--- config.mk ---
export PLATFORM = sky130hd
export DESIGN_NAME = adcac_top
export DESIGN_NICKNAME = d
export VERILOG_FILES = /design/src/adcac_pkg.sv /design/src/adcac_result_fmt.sv /design/src/adcac_top.sv
export SDC_FILE = /design/constraint.sdc
export NUM_CORES = 1
export LEC_CHECK = 0
export BUFFER_PORTS_ARGS = -buffer_cell sky130_fd_sc_hd__buf_4
export CAP_MARGIN = 20
export CORE_MARGIN = 10
export CORE_UTILIZATION = 60
export CTS_CLUSTER_DIAMETER = 50
export DETAILED_ROUTE_END_ITERATION = 10
export GPL_ROUTABILITY_DRIVEN = 0
export PLACE_DENSITY = 0.91
export REMOVE_ABC_BUFFERS = 1
export SLEW_MARGIN = 20
export SYNTH_ARGS = -nofsm -noshare
export SYNTH_HDL_FRONTEND = slang
export SYNTH_SLANG_ARGS = --single-unit
--- constraint.sdc ---
create_clock -name clk_sys_i -period 4.8 [get_ports clk_sys_i]
set_clock_uncertainty 0.2 [all_clocks]
set_input_delay 0.48 -clock clk_sys_i [delete_from_list [all_inputs] [get_ports clk_sys_i]]
set_output_delay 0.48 -clock clk_sys_i [all_outputs]
set_load 0.01 [all_outputs]
--- src/adcac_pkg.sv ---
// Contract
// - Resolution select at 0 gives 10-bit results and at 1 gives 8-bit results.
// - In normal track mode an enabled converter starts converting right on the start event.
// - In delayed track mode the input keeps tracking for 3 conversion clocks before converting.
// - Gain select gives an input gain of one half when clear and unity when set.
// - Outside burst with accumulation off, each result overwrites the result byte pair.
// - Outside burst with accumulation on, each result is added to the held result pair.
// - The accumulate enable is write-only and its bit always reads as zero.
// - Justify codes 000 to 011 read the accumulator right justified, shifted by 0 to 3.
// - Justify code 100 reads the result left justified, and higher codes are reserved.
// - In burst mode the repeat field runs and sums 1, 4, 8, 16, 32 or 64 conversions.
// - The accumulator is 16 bits, read as formatted halves and loaded a half per write.
// - The done flag sets after a single conversion or a whole burst and stays until cleared.
// - Burst mode enable selects burst operation when set and single conversions when clear.
package adcac_pkg;

   // ==========================================================
   // Register addresses
   localparam logic [7:0] ADDR_ACC_CFG  = 8'hBA;
   localparam logic [7:0] ADDR_CONV_CFG = 8'hBC;
   localparam logic [7:0] ADDR_RES_LOW  = 8'hBD;
   localparam logic [7:0] ADDR_RES_HIGH = 8'hBE;
   localparam logic [7:0] ADDR_CTRL     = 8'hC0;

   // ==========================================================
   // Reset values
   localparam logic [7:0]  CONV_CFG_RST = 8'hF8;
   localparam logic [6:0]  ACC_CFG_RST  = 7'h00;
   localparam logic [15:0] ACC_RST      = 16'h0000;

   // ==========================================================
   // Field positions
   localparam int CFG_EIGHT_BIT     = 2;
   localparam int CFG_DELAYED_TRACK = 1;
   localparam int CFG_GAIN          = 0;
   localparam int AC_ACCUM_EN       = 6;
   localparam int AC_SJST_LSB       = 3;
   localparam int AC_RPT_LSB        = 0;
   localparam int CTRL_ENABLE       = 7;
   localparam int CTRL_BURST        = 6;
   localparam int CTRL_DONE         = 5;
   localparam int CTRL_BUSY         = 4;

   // ==========================================================
   // Codes and counts
   localparam logic [2:0] SJST_LEFT           = 3'h4;
   localparam logic [1:0] DELAYED_TRACK_TICKS = 2'h3;
   localparam int         SAR_WIDTH           = 10;
   localparam int         ACC_WIDTH           = 16;
   localparam int         EIGHT_BIT_LEFT_SHL  = 8;
   localparam int         TEN_BIT_LEFT_SHL    = 6;

   typedef enum logic [1:0] {
      ADCAC_IDLE,
      ADCAC_TRACK,
      ADCAC_CONV
   } adcac_fsm_t;

   // Reserved repeat codes fall back to a single conversion.
   function automatic logic [6:0] adcac_rpt_count(input logic [2:0] code);
      case (code)
         3'h1:    adcac_rpt_count = 7'h04;
         3'h2:    adcac_rpt_count = 7'h08;
         3'h3:    adcac_rpt_count = 7'h10;
         3'h4:    adcac_rpt_count = 7'h20;
         3'h5:    adcac_rpt_count = 7'h40;
         default: adcac_rpt_count = 7'h01;
      endcase
   endfunction

endpackage

--- src/adcac_result_fmt.sv ---
`timescale 1ns/1ps
`default_nettype none
module adcac_result_fmt (
   input  wire logic [15:0] acc_i,       // Raw accumulator
   input  wire logic [2:0]  sjst_i,      // Shift and justify code
   input  wire logic        eight_bit_i, // Converter in 8-bit mode
   output logic      [15:0] fmt_o        // Formatted read value
);
   import adcac_pkg::*;

   // ==========================================================
   // Formatting
   always_comb begin
      case (sjst_i)
         3'h1:    fmt_o = acc_i >> 1;
         3'h2:    fmt_o = acc_i >> 2;
         3'h3:    fmt_o = acc_i >> 3;
         SJST_LEFT: begin
            if (eight_bit_i) begin
               fmt_o = acc_i << EIGHT_BIT_LEFT_SHL;
            end else begin
               fmt_o = acc_i << TEN_BIT_LEFT_SHL;
            end
         end
         default: fmt_o = acc_i;
      endcase
   end
endmodule
`default_nettype wire

--- src/adcac_top.sv ---
`timescale 1ns/1ps
`default_nettype none
module adcac_top (
   input  wire logic                            clk_sys_i,     // System clock
   input  wire logic                            rst_n_i,       // Sync reset, active low
   input  wire logic [7:0]                      sfr_addr_i,    // Register address
   input  wire logic [7:0]                      sfr_wdata_i,   // Write data
   input  wire logic                            sfr_wr_i,      // Write strobe
   input  wire logic                            sfr_rd_i,      // Read strobe
   output logic      [7:0]                      sfr_rdata_o,   // Read data, next cycle
   input  wire logic                            soc_i,         // Start-of-conversion pulse
   input  wire logic                            sar_tick_i,    // Conversion clock tick
   input  wire logic                            sar_done_i,    // Conversion finished pulse
   input  wire logic [adcac_pkg::SAR_WIDTH-1:0] sar_data_i,    // Conversion result
   output logic                                 sar_start_o,   // Begin converting pulse
   output logic                                 sar_track_o,   // Input tracking level
   output logic                                 eight_bit_o,   // eight_bit_select
   output logic                                 gain_unity_o,  // input_gain_select
   output logic                                 done_flag_o    // conversion_done_flag
);
   import adcac_pkg::*;

   typedef struct packed {
      adcac_fsm_t  fsm;
      logic [7:0]  conv_cfg;
      logic [6:0]  acc_cfg;
      logic        enable;
      logic        burst;
      logic        done;
      logic [15:0] acc;
      logic [1:0]  trk_cnt;
      logic [6:0]  conv_cnt;
      logic        start;
      logic        track;
      logic [7:0]  rdata;
   } adcac_state_t;

   adcac_state_t st;
   adcac_state_t next_st;
   logic [15:0]  fmt;
   logic [15:0]  sample;
   logic         soc;
   logic         delayed;

   // ==========================================================
   // Read formatting
   adcac_result_fmt u_fmt (
      .acc_i       (st.acc),
      .sjst_i      (st.acc_cfg[AC_SJST_LSB+:3]),
      .eight_bit_i (st.conv_cfg[CFG_EIGHT_BIT]),
      .fmt_o       (fmt)
   );

   // ==========================================================
   // Next state
   always_comb begin
      next_st       = st;
      next_st.start = 1'b0;
      soc           = soc_i | (sfr_wr_i & (sfr_addr_i == ADDR_CTRL) & sfr_wdata_i[CTRL_BUSY]);
      delayed       = st.conv_cfg[CFG_DELAYED_TRACK];
      // 8-bit mode drops the upper result bits
      if (st.conv_cfg[CFG_EIGHT_BIT]) begin
         sample = {8'h00, sar_data_i[7:0]};
      end else begin
         sample = {6'h00, sar_data_i};
      end

      // Register writes; the done flag set below still wins over a clear.
      if (sfr_wr_i) begin
         case (sfr_addr_i)
            ADDR_CONV_CFG: next_st.conv_cfg = sfr_wdata_i;
            ADDR_ACC_CFG:  next_st.acc_cfg  = sfr_wdata_i[6:0];
            ADDR_CTRL: begin
               next_st.enable = sfr_wdata_i[CTRL_ENABLE];
               next_st.burst  = sfr_wdata_i[CTRL_BURST];
               next_st.done   = sfr_wdata_i[CTRL_DONE];
            end
            default: ;
         endcase
      end

      case (st.fsm)
         ADCAC_IDLE: begin
            if (soc && (st.enable || st.burst)) begin
               next_st.conv_cnt = 7'h00;
               if (st.burst) begin
                  next_st.acc = ACC_RST;
               end
               if (delayed) begin
                  next_st.fsm     = ADCAC_TRACK;
                  next_st.trk_cnt = 2'h0;
               end else begin
                  next_st.fsm   = ADCAC_CONV;
                  next_st.start = 1'b1;
               end
            end
         end
         ADCAC_TRACK: begin
            if (sar_tick_i) begin
               if (st.trk_cnt == DELAYED_TRACK_TICKS - 2'h1) begin
                  next_st.fsm   = ADCAC_CONV;
                  next_st.start = 1'b1;
               end else begin
                  next_st.trk_cnt = st.trk_cnt + 2'h1;
               end
            end
         end
         ADCAC_CONV: begin
            if (sar_done_i) begin
               if (st.burst || st.acc_cfg[AC_ACCUM_EN]) begin
                  next_st.acc = st.acc + sample;
               end else begin
                  next_st.acc = sample;
               end
               next_st.conv_cnt = st.conv_cnt + 7'h01;
               if (!st.burst ||
                   (st.conv_cnt + 7'h01 == adcac_rpt_count(st.acc_cfg[AC_RPT_LSB+:3]))) begin
                  next_st.fsm  = ADCAC_IDLE;
                  next_st.done = 1'b1;
               end else if (delayed) begin
                  next_st.fsm     = ADCAC_TRACK;
                  next_st.trk_cnt = 2'h0;
               end else begin
                  next_st.start = 1'b1;
               end
            end
         end
         default: next_st.fsm = ADCAC_IDLE;
      endcase

      // direct half loads; a write beats a same-cycle result
      if (sfr_wr_i && (sfr_addr_i == ADDR_RES_HIGH)) begin
         next_st.acc[15:8] = sfr_wdata_i;
      end
      if (sfr_wr_i && (sfr_addr_i == ADDR_RES_LOW)) begin
         next_st.acc[7:0] = sfr_wdata_i;
      end

      next_st.track = (next_st.fsm != ADCAC_CONV);

      if (sfr_rd_i) begin
         case (sfr_addr_i)
            ADDR_CONV_CFG: next_st.rdata = st.conv_cfg;
            ADDR_ACC_CFG:  next_st.rdata = {2'b00, st.acc_cfg[5:0]};
            ADDR_RES_HIGH: next_st.rdata = fmt[15:8];
            ADDR_RES_LOW:  next_st.rdata = fmt[7:0];
            ADDR_CTRL:     next_st.rdata = {st.enable, st.burst, st.done,
                                            (st.fsm != ADCAC_IDLE), 4'h0};
            default:       next_st.rdata = 8'h00;
         endcase
      end
   end

   // ==========================================================
   // State register
   always_ff @(posedge clk_sys_i) begin
      if (!rst_n_i) begin
         st.fsm      <= ADCAC_IDLE;
         st.conv_cfg <= CONV_CFG_RST;
         st.acc_cfg  <= ACC_CFG_RST;
         st.enable   <= 1'b0;
         st.burst    <= 1'b0;
         st.done     <= 1'b0;
         st.acc      <= ACC_RST;
         st.trk_cnt  <= 2'h0;
         st.conv_cnt <= 7'h00;
         st.start    <= 1'b0;
         st.track    <= 1'b1;
         st.rdata    <= 8'h00;
      end else begin
         st <= next_st;
      end
   end

   assign sfr_rdata_o  = st.rdata;
   assign sar_start_o  = st.start;
   assign sar_track_o  = st.track;
   assign eight_bit_o  = st.conv_cfg[CFG_EIGHT_BIT];
   assign gain_unity_o = st.conv_cfg[CFG_GAIN];
   assign done_flag_o  = st.done;
endmodule
`default_nettype wire

==> results.toml <==
[outcome]
run_status = "finished clean"

[clock_tree]
cts_htree_levels = 2
clock-sinks = 55
clockRootBuffer = "clkbuf_8"
tritoncts = "yes"
cts_buffer_depth = 2
cts_setup_buffers = 0
postCtsResizedCells = 0
clk_latency_ps = 320
cts_made_buffers = 5
clk_transition_reported_paths_ps = 120
cts_hold_buf = 0

[global_routing]
grt_pass1_wl_um = 22200
grt_overflow = 0
grt.total_usage_pct = 23.36
grt_max_degree = 35
grt_pass1_vias = 4706
antenna_found_initial = 0

[logic_synthesis]
ys_warn_count = 0
yosys-top-cells-area = "dfxtp_1 (25%), nand2_1 (7.0%), a21oi_1 (6.3%)"
ys.flop_type = "dfxtp_1"
synth.avg_cell_area_um2 = 7.261
synth_top_area_cell = "dfxtp_1"
synth_most_common_cell = "nand2_1"
synth_common_cells = "nand2_1 (81), a21oi_1 (55), dfxtp_1 (55)"
synth_area_um2 = 4349
synth_edf_count = 0
synth_top_area_share_pct = 25.32
seq_area_frac_synth_pct = 25.32
netlist-cell-type-count = 67
ys_ff_latch = 55
synthCells = 599
synthArstFlopShare_pct = 0

[floorplan]
fp-row-count = 30
die_h_um = 105.1
start_util_pct = 62.97
io_pins = 46
die-area_um2 = 11050
die_x_um = 105.1
core-area_um2 = 6907

[final_layout]
n_fill_cell = 605
diodes = 0
area_delta_synth_final_pct = 9.206
stdcell_area_um2 = 4750
drive_above_1_share_pct = 12.70
final_nets = 663

[route]
drc = 0
drtPass1Iterations = 9
finalWirelength_um = 13510
antenna_left = 0
wl_per_cell_um = 19.03
drt_iter0_markers = 718
vias = 4850
via_per_inst = 6.831

[critical_path]
slowest_delay_ps = 440
ff2ff_path_depth = 8
critical_path_class = "reg2reg"
cp_max_fo = 12
crit_path_end_kind = "register"
crit_arrival_ps = 3070
cp-start-kind = "register"
cpMaxStageDelayCell = "or3_1"
cp_common_cell = "nand2_1"
reg2reg_from = "st[53]$_SDFF_PN0_"
r2r_setup_slack_ps = 1790
required_ps = 4850
r2r-end = "st[29]$_SDFFE_PN0P_"
crit_path_cell_trace = "inv_1 > ha_1 > nand2_1 > o21ai_0 > nand2_1 > or3_1 > mux2_2 > a21oi_1"

[flow_run]
drv_cap = 0

[timing]
tns_ps = 0
setup_viol = 0
slew_headroom_pct = 26.40
worst_pin_slew_ps = 1096
worst_slack_ps = 1787
fmax_mhz = 331.9
finalMaxSlewViolations = 0
finalHoldViolations = 0
rsz0062_at_grt = "no"
min_period_ps = 3013
final.period_utilization_pct = 62.77

[placed_design]
port_buffers = 45
pre_cts_ws_ps = 1790
dp_hpwl_um = 9872
place_area_um2 = 4653

[min_path]
hp-start = "sfr_wdata_i[3]"
holdPathStages = 3
holdPathEnd = "st[48]$_SDFFE_PN1P_"
holdCritPathClass = "in2reg"

[pwr]
ir_drop_uv = 179.7
p_leak_nw = 1.672
power.density_nw_per_um2 = 174.7
[metal layers]
layer	routed length (µm)	GRT usage, %
met1	5086	27.71
met2	6379	38.26
met3	1452	5.897
met4	595	11.67
met5	0	0
[final cells by class]
cell class / count / area (µm²) / area share [%]
clock buffers: 5 / 68.82 / 1.449
inverters: 21 / 78.83 / 1.660
well taps: 96 / 120.1 / 2.529
flip-flops and latches: 55 / 1101 / 23.18
multi-input cells: 480 / 2978 / 62.70
repair buffers: 50 / 375.4 / 7.903
clock inverters: 3 / 27.53 / 0.5796
[worst max-delay path: cells and delay by family, from the launching register on]
family | cells | cell delay [ps]
adders and majority gates | 1 | 290
buffers and inverters | 1 | 130
muxes | 1 | 260
AOI/OAI and AO/OA | 2 | 500
and+or+nand+nor | 3 | 1210
DFF | 1 | 350
[report_power, final]
group | switching [mW] | leakage (nW) | total [mW] | internal, mW
Clock | 0.178 | 0.0463 | 0.286 | 0.108
Sequential | 0.00235 | 0.444 | 0.461 | 0.459
Combinational | 0.0470 | 1.18 | 0.0821 | 0.0351
Total | 0.228 | 1.67 | 0.830 | 0.602
[metrics by stage]
| stage | power, mW | hold slack, ps | utilization (%) | instances |
|---|---|---|---|---|
| final | 0.8296 | 227.6 | 68.77 | 710 |
| after global routing | 0.8497 | 233.1 | 68.77 | 710 |
| after CTS | 0.8221 | 225.5 | 68.77 | 710 |
| after detailed placement | 0.5513 | 258.5 | 67.37 | 702 |
| after global placement | 0.5484 | 243.3 | 67.37 | 702 |
| after floorplan | 0.5020 | 234.2 | - | 556 |
[cells in the final DEF, fill, tap and decap left out, types with 3 or more instances in the layout]
master    count
o22ai_1      12
mux2_2        8
clkbuf_8      5
a21o_1        5
and3_1        4
nor3_1       23
ha_1         16
o221ai_1      6
mux2i_1      14
nand2b_1     14
buf_4        50
a22oi_1      21
o211ai_1      5
nand2_1      81
a21boi_0      3
nand4_1       5
a311oi_1      3
a222oi_1      4
a211oi_1      8
nor2b_1      11
xnor2_1      12
o21a_1        5
dfxtp_1      55
a31oi_1       9
nor2_1       39
nand3_1      23
inv_1        19
a21oi_1      55
or3_1         8
o21ai_0      42
[worst max path at each step]
stage | cells past startpoint | endpoint | startpoint
detailed placement | 8 | st[28]$_SDFFE_PN0P_ | sfr_addr_i[6]
finish | 8 | st[29]$_SDFFE_PN0P_ | st[53]$_SDFF_PN0_
CTS | 8 | st[29]$_SDFFE_PN0P_ | st[53]$_SDFF_PN0_
global placement | 8 | st[28]$_SDFFE_PN0P_ | sfr_addr_i[5]
global route | 8 | st[29]$_SDFFE_PN0P_ | st[53]$_SDFF_PN0_
floorplan | 10 | st[29]$_SDFFE_PN0P_ | sar_data_i[0]
[state kept, by name (all words and copies together), names as in the netlist]
signal	count
done_flag_o	1
sar_start_o	1
delayed	1
sar_track_o	1
st	41
eight_bit_o	1
gain_unity_o	1
sfr_rdata_o	8
[cell families after synthesis]
kind of cell | Yosys count | share of synthesized area, %
AOI/OAI and AO/OA | 204 | 30.93
DFF | 55 | 25.32
adders and majority gates | 17 | 5.063
and+or+nand+nor | 223 | 24.37
buffers and inverters | 64 | 6.214
muxes | 22 | 5.293
xor gates and xnor gates | 14 | 2.819
Power figures use the tool's default switching activity.
